### config.mk
export PLATFORM = sky130hd
export DESIGN_NAME = slo_panel_out
export DESIGN_NICKNAME = d
export VERILOG_FILES = /design/src/slo_pkg.sv /design/src/slo_pwr_if.sv /design/src/slo_power_seq.sv /design/src/slo_panel_out.sv
export SDC_FILE = /design/constraint.sdc
export NUM_CORES = 1
export LEC_CHECK = 0
export BUFFER_PORTS_ARGS = -buffer_cell sky130_fd_sc_hd__clkbuf_2
export CAP_MARGIN = 20
export CORE_MARGIN = 2
export CORE_UTILIZATION = 45
export DETAILED_ROUTE_END_ITERATION = 6
export MAX_ROUTING_LAYER = met4
export PLACE_DENSITY = 0.69
export SLEW_MARGIN = 20
export SYNTH_ARGS = -nofsm -noshare
export SYNTH_HDL_FRONTEND = slang
export SYNTH_SLANG_ARGS = --single-unit
### constraint.sdc
create_clock -name clock_i -period 2.6 [get_ports clock_i]
set_input_delay 0.39 -clock clock_i [delete_from_list [all_inputs] [get_ports clock_i]]
set_output_delay 0.39 -clock clock_i [all_outputs]
set_load 0.03 [all_outputs]
### src/slo_pkg.sv
// shared constants and types for the stn panel output stage
package slo_pkg;

    // clock rate
    localparam int CLK_MHZ = 50;

    // line clock high time, least time in ns, rounded up to cycles
    localparam int LINE_PULSE_NS  = 40;
    localparam int LINE_PULSE_CYC = ((LINE_PULSE_NS * CLK_MHZ) + 999) / 1000 < 1 ? 1 :
                                    ((LINE_PULSE_NS * CLK_MHZ) + 999) / 1000;

    // gap between power sequencing steps, in us, and in cycles
    localparam int SEQ_STEP_US  = 1000;
    localparam int SEQ_STEP_CYC = SEQ_STEP_US * CLK_MHZ;

    // shift clock phases per data unit: setup, strobe high, strobe low
    localparam logic [1:0] SCK_PH_IDLE = 2'h0;
    localparam logic [1:0] SCK_PH_HIGH = 2'h1;
    localparam logic [1:0] SCK_PH_LOW  = 2'h2;

    // data bus value at reset and while data is off
    localparam logic [7:0] DATA_IDLE = 8'h00;

    // reset value of the ac modulation output
    localparam logic AC_MOD_RESET = 1'b0;

    // panel data bus organisation
    typedef enum logic [1:0] {
        SLO_MODE_4SINGLE = 2'h0,
        SLO_MODE_DUAL    = 2'h1,
        SLO_MODE_8SINGLE = 2'h2
    } slo_mode_t;

    // power sequencer states
    typedef enum logic [2:0] {
        SLO_PWR_OFF        = 3'h0,
        SLO_PWR_LOGIC      = 3'h1,
        SLO_PWR_DATA       = 3'h2,
        SLO_PWR_FULL       = 3'h3,
        SLO_PWR_DOWN_DATA  = 3'h4,
        SLO_PWR_DOWN_LOGIC = 3'h5
    } slo_pwr_state_t;

endpackage : slo_pkg

### src/slo_pwr_if.sv
// carrier between the output stage and its power sequencer
`timescale 1ns/10ps
`default_nettype none
interface slo_pwr_if;
    logic req_on;       // panel power wanted
    logic logic_en;     // logic supply enable
    logic data_en;      // pixel data allowed onto the pins
    logic contrast_en;  // contrast supply enable
    logic busy;         // sequence step in progress

    modport ctrl (output req_on, input logic_en, data_en, contrast_en, busy);
    modport seq  (input req_on, output logic_en, data_en, contrast_en, busy);
endinterface : slo_pwr_if
`default_nettype wire

### src/slo_power_seq.sv
// power sequencer: logic supply, then data, then contrast, and back
`timescale 1ns/10ps
`default_nettype none
module slo_power_seq
    import slo_pkg::*;
#(
    parameter int STEP_CYC = slo_pkg::SEQ_STEP_CYC
) (
    // clock and reset
    input  wire logic clock_i,
    input  wire logic rst_n_i,
    // link to the output stage
    slo_pwr_if.seq    pwr
);
    import slo_pkg::*;

    localparam int CW = $clog2(STEP_CYC + 1);
    localparam logic [CW-1:0] STEP_LOAD = CW'(STEP_CYC - 1);

    slo_pwr_state_t  state;
    logic [CW-1:0]   timer;
    logic            step_done;

    assign step_done = (timer == '0);

    // step timer, reloaded on every state change
    always_ff @(posedge clock_i or negedge rst_n_i) begin
        if (!rst_n_i) begin
            timer <= '0;
        end else if (state == SLO_PWR_OFF && pwr.req_on) begin
            timer <= STEP_LOAD;
        end else if (state == SLO_PWR_FULL && !pwr.req_on) begin
            timer <= STEP_LOAD;
        end else if (step_done && state != SLO_PWR_OFF && state != SLO_PWR_FULL) begin
            timer <= STEP_LOAD;
        end else if (!step_done) begin
            timer <= timer - CW'(1);
        end
    end

    // sequence: each step waits a full gap so supplies settle
    always_ff @(posedge clock_i or negedge rst_n_i) begin
        if (!rst_n_i) begin
            state           <= SLO_PWR_OFF;
            pwr.logic_en    <= 1'b0;
            pwr.data_en     <= 1'b0;
            pwr.contrast_en <= 1'b0;
        end else begin
            case (state)
                SLO_PWR_OFF: if (pwr.req_on) begin
                    pwr.logic_en <= 1'b1;
                    state        <= SLO_PWR_LOGIC;
                end
                SLO_PWR_LOGIC: if (step_done) begin
                    if (pwr.req_on) begin
                        pwr.data_en <= 1'b1;
                        state       <= SLO_PWR_DATA;
                    end else begin
                        state <= SLO_PWR_DOWN_LOGIC;
                    end
                end
                SLO_PWR_DATA: if (step_done) begin
                    if (pwr.req_on) begin
                        pwr.contrast_en <= 1'b1;
                        state           <= SLO_PWR_FULL;
                    end else begin
                        state <= SLO_PWR_DOWN_DATA;
                    end
                end
                SLO_PWR_FULL: if (!pwr.req_on) begin
                    pwr.contrast_en <= 1'b0;
                    state           <= SLO_PWR_DOWN_DATA;
                end
                SLO_PWR_DOWN_DATA: if (step_done) begin
                    pwr.data_en <= 1'b0;
                    state       <= SLO_PWR_DOWN_LOGIC;
                end
                SLO_PWR_DOWN_LOGIC: if (step_done) begin
                    pwr.logic_en <= 1'b0;
                    state        <= SLO_PWR_OFF;
                end
                default: begin
                    state <= SLO_PWR_OFF;
                end
            endcase
        end
    end

    // steady only in off or full power
    assign pwr.busy = (state != SLO_PWR_OFF) && (state != SLO_PWR_FULL);

endmodule : slo_power_seq
`default_nettype wire

### src/slo_panel_out.sv
// passive-matrix stn panel output stage
// Operation
// - pulse line clock at each line start
// - 4-bit single scan uses low nibble only
// - dual scan: top low nibble, bottom high
// - 8-bit single scan uses all eight lines
// - one shift strobe per nibble or byte
// - toggle ac modulation to reverse drive polarity
// - output enabling panel logic supply
// - separate output enabling contrast supply
// - order supplies and data at power changes
// - frame start marks first scan line data
`timescale 1ns/10ps
`default_nettype none
module slo_panel_out
    import slo_pkg::*;
#(
    parameter int SEQ_CYC = slo_pkg::SEQ_STEP_CYC  // cycles between power steps
) (
    // clock and reset
    input  wire logic              clock_i,
    input  wire logic              rst_n_i,
    // configuration
    input  wire slo_pkg::slo_mode_t mode_i,
    input  wire logic              panel_on_i,
    // pixel stream from the fetch logic
    input  wire logic              pix_valid_i,
    input  wire logic [7:0]        pix_data_i,
    output var  logic              pix_ready_o,
    // line and frame events from the timing logic
    input  wire logic              line_start_i,
    input  wire logic              frame_start_i,
    // panel pins
    output var  logic [7:0]        panel_pixel_data_o,
    output var  logic              shift_clock_o,
    output var  logic              line_clock_out_o,
    output var  logic              frame_start_out_o,
    output var  logic              ac_mod_o,
    output var  logic              panel_logic_supply_en_o,
    output var  logic              panel_contrast_supply_en_o,
    // status
    output var  logic              panel_ready_o
);
    import slo_pkg::*;

    localparam int LW = $clog2(LINE_PULSE_CYC + 1);
    localparam logic [LW-1:0] LINE_LOAD = LW'(LINE_PULSE_CYC);

    // pin timing, counted in clock edges from the edge that takes a unit:
    //   edge 0: valid and ready high, unit taken, ready drops
    //   edge 1: mapped unit on the bus, strobe still low
    //   edge 2: strobe high, panel latches on this rise
    //   edge 3: strobe low, ready back up, next unit may go here
    // so the stream peaks at one unit every three clocks; the bus is
    // steady a full clock either side of the strobe rise, which buys
    // setup and hold at the panel without any fine timing
    //
    // line events, counted from the edge that sees line_start_i:
    //   edge 1: line clock high, frame start high on a first line,
    //           ac modulation flipped on a first line
    //   edge 3: line clock and frame start low again
    // a line event inside a running pulse restarts it

    // place one pixel unit on the bus according to panel organisation
    function automatic logic [7:0] slo_map_data(input slo_mode_t mode,
                                                input logic [7:0] unit);
        logic [7:0] bus;
        bus = DATA_IDLE;
        case (mode)
            SLO_MODE_4SINGLE: bus = {4'h0, unit[3:0]};
            SLO_MODE_DUAL:    bus = {unit[7:4], unit[3:0]};
            SLO_MODE_8SINGLE: bus = unit;
            default:          bus = unit;
        endcase
        return bus;
    endfunction : slo_map_data

    slo_pwr_if pwr ();

    logic [1:0]    sck_phase;
    logic [LW-1:0] line_cnt;
    logic          accept;
    logic          line_go;

    // power sequencer owns all supply and data-enable ordering
    slo_power_seq #(
        .STEP_CYC (SEQ_CYC)
    ) u_power_seq (
        .clock_i  (clock_i),
        .rst_n_i  (rst_n_i),
        .pwr      (pwr.seq)
    );

    assign pwr.req_on = panel_on_i;

    // supply enables, copied from the sequencer flops
    // the copy costs one clock of lag but keeps every pin on its own flop,
    // so no decode glitch can ever reach a supply switch
    always_ff @(posedge clock_i or negedge rst_n_i) begin
        if (!rst_n_i) begin
            panel_logic_supply_en_o    <= 1'b0;
            panel_contrast_supply_en_o <= 1'b0;
            panel_ready_o              <= 1'b0;
        end else begin
            panel_logic_supply_en_o    <= pwr.logic_en;
            panel_contrast_supply_en_o <= pwr.contrast_en;
            panel_ready_o              <= pwr.data_en && !pwr.busy;
        end
    end

    // a unit is taken only in the idle phase and with data allowed the clock before
    // ready comes from a flop, so no path runs from valid back to ready
    assign accept  = pix_valid_i && pix_ready_o;
    // line events are dropped while data is off, so pins stay quiet
    assign line_go = line_start_i && pwr.data_en;

    // ready is registered; it falls the cycle after a unit is taken
    // limitation: ready is formed from the data enable of the cycle before,
    // so a unit offered in the very clock that data is switched off is
    // swallowed; the fetch side should stop offering once power is dropped
    always_ff @(posedge clock_i or negedge rst_n_i) begin
        if (!rst_n_i) begin
            pix_ready_o <= 1'b0;
        end else begin
            pix_ready_o <= pwr.data_en && (sck_phase == SCK_PH_LOW ||
                           (sck_phase == SCK_PH_IDLE && !accept));
        end
    end

    // shift strobe: data set up, strobe high, strobe low, then next unit
    // the strobe is built from flops, not gated from the clock, so it
    // cannot glitch; the cost is three clocks per unit
    always_ff @(posedge clock_i or negedge rst_n_i) begin
        if (!rst_n_i) begin
            sck_phase     <= SCK_PH_IDLE;
            shift_clock_o <= 1'b0;
        end else if (!pwr.data_en) begin
            sck_phase     <= SCK_PH_IDLE;
            shift_clock_o <= 1'b0;
        end else begin
            case (sck_phase)
                SCK_PH_IDLE: if (accept) begin
                    sck_phase <= SCK_PH_HIGH;
                end
                SCK_PH_HIGH: begin
                    shift_clock_o <= 1'b1;
                    sck_phase     <= SCK_PH_LOW;
                end
                SCK_PH_LOW: begin
                    shift_clock_o <= 1'b0;
                    sck_phase     <= SCK_PH_IDLE;
                end
                default: begin
                    shift_clock_o <= 1'b0;
                    sck_phase     <= SCK_PH_IDLE;
                end
            endcase
        end
    end

    // data bus: held through the strobe, forced low while data is off
    // in nibble mode the high lane is written with zeros, so unused lines
    // stay quiet rather than keeping stale data
    always_ff @(posedge clock_i or negedge rst_n_i) begin
        if (!rst_n_i) begin
            panel_pixel_data_o <= DATA_IDLE;
        end else if (!pwr.data_en) begin
            panel_pixel_data_o <= DATA_IDLE;
        end else if (accept) begin
            panel_pixel_data_o <= slo_map_data(mode_i, pix_data_i);
        end
    end

    // line clock pulse of fixed width at each line start
    // the pulse is cut as soon as data goes off, so the panel never sees
    // a line clock while its data lines are held low
    always_ff @(posedge clock_i or negedge rst_n_i) begin
        if (!rst_n_i) begin
            line_cnt         <= '0;
            line_clock_out_o <= 1'b0;
        end else if (!pwr.data_en) begin
            line_cnt         <= '0;
            line_clock_out_o <= 1'b0;
        end else if (line_go) begin
            line_cnt         <= LINE_LOAD - LW'(1);
            line_clock_out_o <= 1'b1;
        end else if (line_cnt != '0) begin
            line_cnt <= line_cnt - LW'(1);
        end else begin
            line_clock_out_o <= 1'b0;
        end
    end

    // frame start rides on the first line pulse of the frame
    // a frame flag without a line event is ignored; alone it means nothing
    always_ff @(posedge clock_i or negedge rst_n_i) begin
        if (!rst_n_i) begin
            frame_start_out_o <= 1'b0;
        end else if (!pwr.data_en) begin
            frame_start_out_o <= 1'b0;
        end else if (line_go) begin
            frame_start_out_o <= frame_start_i;
        end else if (line_cnt == '0) begin
            frame_start_out_o <= 1'b0;
        end
    end

    // ac modulation flips once per frame; held low while data is off
    // so the panel never sees a stuck level with supplies coming up
    // flipping on the first line gives whole frames of each polarity,
    // which keeps the average drive across the cells at zero
    always_ff @(posedge clock_i or negedge rst_n_i) begin
        if (!rst_n_i) begin
            ac_mod_o <= AC_MOD_RESET;
        end else if (!pwr.data_en) begin
            ac_mod_o <= AC_MOD_RESET;
        end else if (line_go && frame_start_i) begin
            ac_mod_o <= !ac_mod_o;
        end
    end

endmodule : slo_panel_out
`default_nettype wire

Yosys cells after proc, flatten, opt, wreduce, memory -nomap -nowiden
Cells that the tools add are included.

operators by class
  $add $sub $neg = 2
  mux-type cells = 39
  reductions and logical operators = 30
  equality and inequality tests = 24

operator list
  operator                                              count
  2-to-1 mux 16 bit                                     4
  2-to-1 mux 3 bit                                      8
  2-to-1 mux 8 bit                                      3
  one-hot mux 3 bit (6 select lines)                    1
  zero test 16 bit                                      1
  subtractor 16 x 1 -> 16 bit (second input constant)   1
  != test 2 bit (second input constant)                 7
  2-to-1 mux 1 bit                                      13
  != test 3 bit (second input constant)                 4
  logical AND 1 bit                                     11
  2-to-1 mux 2 bit                                      5
  != test 2 x 1 -> 1 bit (second input constant)        4
  one-hot mux 1 bit (2 select lines)                    4
  AND reduction 4 bit                                   2
  nonzero test 2 bit                                    4
  equality test 3 x 2 -> 1 bit (second input constant)  2
  equality test 3 bit (second input constant)           2
  zero test 2 bit                                       3
  AND reduction 6 bit                                   1
  zero test 1 bit                                       4
  != test 4 bit (second input constant)                 1
  one-hot mux 2 bit (2 select lines)                    1
  equality test 3 x 1 -> 1 bit (second input constant)  1
  zero test 3 bit                                       1
  7 further kinds                                       7

word-level totals
  bits of input ports = 16
  output and inout port bits = 16
  register bits = 42

Depth between registers and ports, before layout
  word-level depth = 6
  gate-level depth with buffers = 9
  mapped depth without buffers = 7

Modules after synthesis
Synthesis repeated with hierarchy kept, for this count alone.

second synthesis, totals
  cell total of the unflattened synthesis = 207
  area total of the unflattened synthesis = 2,100.8 um^2

modules (own cells, without submodules)
  module         area each (um^2)  sequential area each (um^2)  cells each  times used
  slo_power_seq  1,271.2           550.5                        133         1
  slo_panel_out  829.5             500.5                        74          1

Worst setup path after synthesis
Ideal clock, no wire load.

  path kind = reg-to-reg
  start point = register u_power_seq.timer[0]
  end point = register u_power_seq.state[0]
  slack = 0.450 ns
  cell stages (with the launch flop) = 9
  data arrival time = 2.007 ns
  clock period less this slack = 2.150 ns
  cells stage by stage = dfrtp_1 inv_1 ha_1 or3b_2 clkbuf_1 nor4_4 buf_6 mux2i_1 o221ai_1

on the way
  longest elaborated chain between the ends = 3

ends and longest elaborated chain
  element                           RTL line             RTL
  start: declaration                slo_power_seq.sv:21  logic [CW-1:0] timer;
  start signal: assignment          slo_power_seq.sv:37  timer <= timer - CW'(1);
  zero test 16 bit *                slo_power_seq.sv:24  assign step_done = (timer == '0);
  != test 2 x 1 -> 1 bit (no line)  n/a
  AND reduction 6 bit (no line) *   n/a
  end signal: assignment            slo_power_seq.sv:44  state <= SLO_PWR_OFF;
  end signal: assignment            slo_power_seq.sv:52  state <= SLO_PWR_LOGIC;
  end signal: assignment            slo_power_seq.sv:57  state <= SLO_PWR_DATA;
  end: declaration                  slo_power_seq.sv:20  slo_pwr_state_t state;

Mark *: on every way between the ends. The rest lies on a longest branch, timed or not.
A chain may end at the register's enable or synchronous reset.

Worst setup path in the final report
  start point = register u_power_seq.timer[0]
  end point = register u_power_seq.timer[1]

on the way
  longest elaborated chain between the ends = 6

ends and longest elaborated chain
  element
  parallel branches: the longest is 6 deep, another holds subtractor 16 x 1 -> 16 bit

Several ways; the timed one is not identified. The select of a mux whose other input is x is not followed.

==> impl_metrics.csv <==
group,metric,value,unit
power_and_ir_drop,p_total,1.20,mW
die,ios,32,
power_and_ir_drop,p_sw_share,20.6,%
yosys,yosysWarnings,0,
worst_setup_path,path_class,"flop to flop",
cts,htree_levels,2,
worst_setup_path,required,2.83,ns
die,die_w,72.6,um
cts,cts_tree,"yes",
grt,grt_use_total,18.0,%
layout,regArea,1050,um2
yosys,synth-edff-count,0,
cts,clock_latency,0.29,ns
die,dieArea,5280,um2
yosys,netlist_area,2120,um2
yosys,yosys-top-cells-area,"dfrtp_1 (50%), nand2_1 (4.1%), nor2_1 (3.7%)",
grt,use_met2,27.1,%
worst_setup_path,critPathLaunch,"u_power_seq.timer[0]",
worst_setup_path,r2r_cells,7,
cts,cts_inserted_buffers,5,
cts,cts_root_buf,"clkbuf_8",
grt,met1_usage,23.8,%
sta,tns,0,ns
power_and_ir_drop,p_leak,1.04,nW
cts,clock_path_buffers,2,
yosys,ys_async_sr_fraction,100,%
yosys,synth_cell_type_count,51,
die,die_h,72.6,um
yosys,syn-num-nets,234,
power_and_ir_drop,internal-power,0.953,mW
layout,multi_input_area,982,um2
cts,path_clk_slew,0.08,ns
die,core,4440,um2
sta,finalSetupViolCount,0,
sta,holdWs,0.144,ns
place,gp_congestion,0.883,
worst_setup_path,rrSetupSlack,0.42,ns
yosys,synth_top_area_cell,"dfrtp_1",
drt,via_count,1651,
power_and_ir_drop,p_clk_share,42.5,%
sta,fmax,458,MHz
sta,worst_pin_slew,0.610,ns
drt,via_per_inst,5.49,
layout,fin_nets,266,
run,max_cap_violations,0,
yosys,yosysTopAreaCellShare,49.6,%
power_and_ir_drop,pwr-share-seq,54.6,%
layout,area_growth,14.2,%
drt,avgRoutedWirePerCell,13.8,um
power_and_ir_drop,p_sw,0.247,mW
status,status,"completed",
sta,fin_crit,2.18,ns
grt,grt_remaining_overflow,0,
worst_setup_path,rr_endpoint,"u_power_seq.timer[1]",
grt,antenna_found_initial,0,
sta,rsz0062_at_grt,"no",
grt,busiest_layer,"met2",
drt,drc,0,
worst_setup_path,crit_chain,"inv_1 > ha_1 > or3b_2 > nor4_4 > buf_4 > mux2_2 > nand2_1",
sta,finalHoldViolations,0,
worst_setup_path,crit_arrival,2.41,ns
layout,num-fill-cells,402,
drt,wl,4160,um
sta,fin_skew,0.00958,ns
sta,min_period_over_period,83.9,%
grt,grt_pass1_wl,7140,um
layout,drive_above_1_share,20.1,%
cts,cts_setup_buffers,0,
power_and_ir_drop,p_comb_share,2.9,%
worst_setup_path,critPathLaunchType,"flop",
cts,ctsResizeCount,0,
place,portBuffers,31,
worst_setup_path,crit_slowest_cell,"or3b_2",
worst_setup_path,max_stage_delay,0.56,ns
power_and_ir_drop,power_density,496,nW/um2
yosys,synth_cells,216,
yosys,avgSynthCellArea,9.81,um2
power_and_ir_drop,vdd_ir_drop_max,0.496,mV
drt,detail-route-antenna-nets,0,
worst_hold_path,hold_class,"input pin to async pin",
drt,drt_iter0_drc,76,
yosys,yosysSeqAreaShare,49.6,%
worst_setup_path,critical_path.max_fanout,13,
grt,use_met3,5.25,%
cts,clock-sinks,42,
die,initial_utilization,47.7,%
cts,postCtsHoldBufs,0,
worst_setup_path,timing.rr.start,"u_power_seq.timer[0]",
layout,num_antenna_cells,0,
place,hpwl,2850,um
yosys,synth-seq-cells,42,
sta,drv_slew,0,
yosys,ys.flop_type,"dfrtp_1",
grt,grt_pass1_vias,1547,
sta,slew_headroom,59.0,%
grt,grt_max_degree,43,
worst_setup_path,end_kind,"flop",
worst_setup_path,crit_end,"u_power_seq.timer[1]",
die,rows,24,
drt,drtPass1Iterations,4,
state kept, by name, indices dropped and copies added, names as in the netlist:
signal,count
u_power_seq.timer,16
panel_pixel_data_o,8
u_power_seq.state,3
line_cnt,2
sck_phase,2
ac_mod_o,1
frame_start_out_o,1
line_clock_out_o,1
panel_contrast_supply_en_o,1
panel_logic_supply_en_o,1
panel_ready_o,1
pix_ready_o,1
shift_clock_o,1
u_power_seq.pwr.contrast_en,1
u_power_seq.pwr.data_en,1
u_power_seq.pwr.logic_en,1
power by group through the flow:
stage	clock network (mW)	logic, mW	registers, mW
finish	0.510	0.0353	0.655
global route	0.562	0.0408	0.655
CTS	0.529	0.0369	0.655
detailed placement	0	0.0365	0.668
global placement	0	0.0363	0.668
floorplan	0	0.00657	0.670
per-stage QoR:
| step | instances | utilization (%) | setup slack, ns | instance area, um2 |
|---|---|---|---|---|
| after floorplan | 216 | - | 0.450 | 2120 |
| after global placement | 293 | 52.0 | 0.459 | 2310 |
| after detailed placement | 293 | 52.0 | 0.443 | 2310 |
| after CTS | 301 | 54.4 | 0.420 | 2420 |
| after global routing | 301 | 54.4 | 0.212 | 2420 |
| final | 301 | 54.4 | 0.419 | 2420 |
worst min-delay path by stage:
stage / endpoint / slack (ns) / cells after the start
global route: panel_pixel_data_o[2] / 0.19 / 2
global placement: panel_contrast_supply_en_o / 0.38 / 0
finish: panel_pixel_data_o[2] / 0.14 / 2
CTS: panel_pixel_data_o[2] / 0.17 / 2
detailed placement: panel_contrast_supply_en_o / 0.39 / 0
floorplan: ac_mod_o / 0.09 / 0
cell type report:
| type | count | share of cell area, % |
|---|---|---|
| Clock inverter | 2 | 1.55 |
| Clock buffer | 6 | 3.00 |
| Timing Repair Buffer | 35 | 7.65 |
| Tap cell | 52 | 2.69 |
| Inverter | 7 | 1.09 |
| Multi-Input combinational cell | 157 | 40.6 |
| Sequential cell | 42 | 43.4 |
per-layer routing:
metal | part of all wire (%) | wire (um)
met1 | 51 | 2100
met5 | 0 | 0
met4 | 0.65 | 27
met2 | 45 | 1860
met3 | 3.9 | 164
cell usage in the layout, fill, tap and decap left out, types with 3 or more instances in the layout:
master    instances
inv_1             7
nor4_1            5
xnor2_1           6
nand2_1          23
nand2b_1          4
a31oi_1           3
a211oi_1          3
nor2b_1           5
buf_4             4
o21ai_0           4
dfrtp_1          42
nand3_1           7
o31ai_1           4
or3_1             3
nor2_1           21
nor3_1            4
or4_1             4
a21boi_0          5
clkbuf_2         31
clkbuf_8          5
nor3b_1           3
a21oi_1          12
a22oi_1           4
cells by family after synthesis:
family	synth area share, %
AND/OR/NAND/NOR	24.0
AO/OA/AOI/OAI	16.8
buffers and inverters	4.07
adder cells (fa/ha/maj)	1.18
multiplexers	1.48
flip-flops	49.6
XOR/XNOR	2.89
synth_stat cells, types with 5 or more instances:
cell and instances:
inv_1 7, a21boi_0 5, a21oi_1 12, xnor2_1 6, clkbuf_1 7, nor2_1 21
nand2_1 23, nand3_1 7, nor2b_1 5, dfrtp_1 42, nor4_1 5
critical path, delay by kind of cell (launching register included):
kind,cells,cell delay [ns]
buffers and inverters,2,0.32
multiplexers,1,0.35
flip-flops,1,0.40
AND/OR/NAND/NOR,3,0.85
adder cells (fa/ha/maj),1,0.20
No activity file was read; power rests on OpenSTA's default activity.
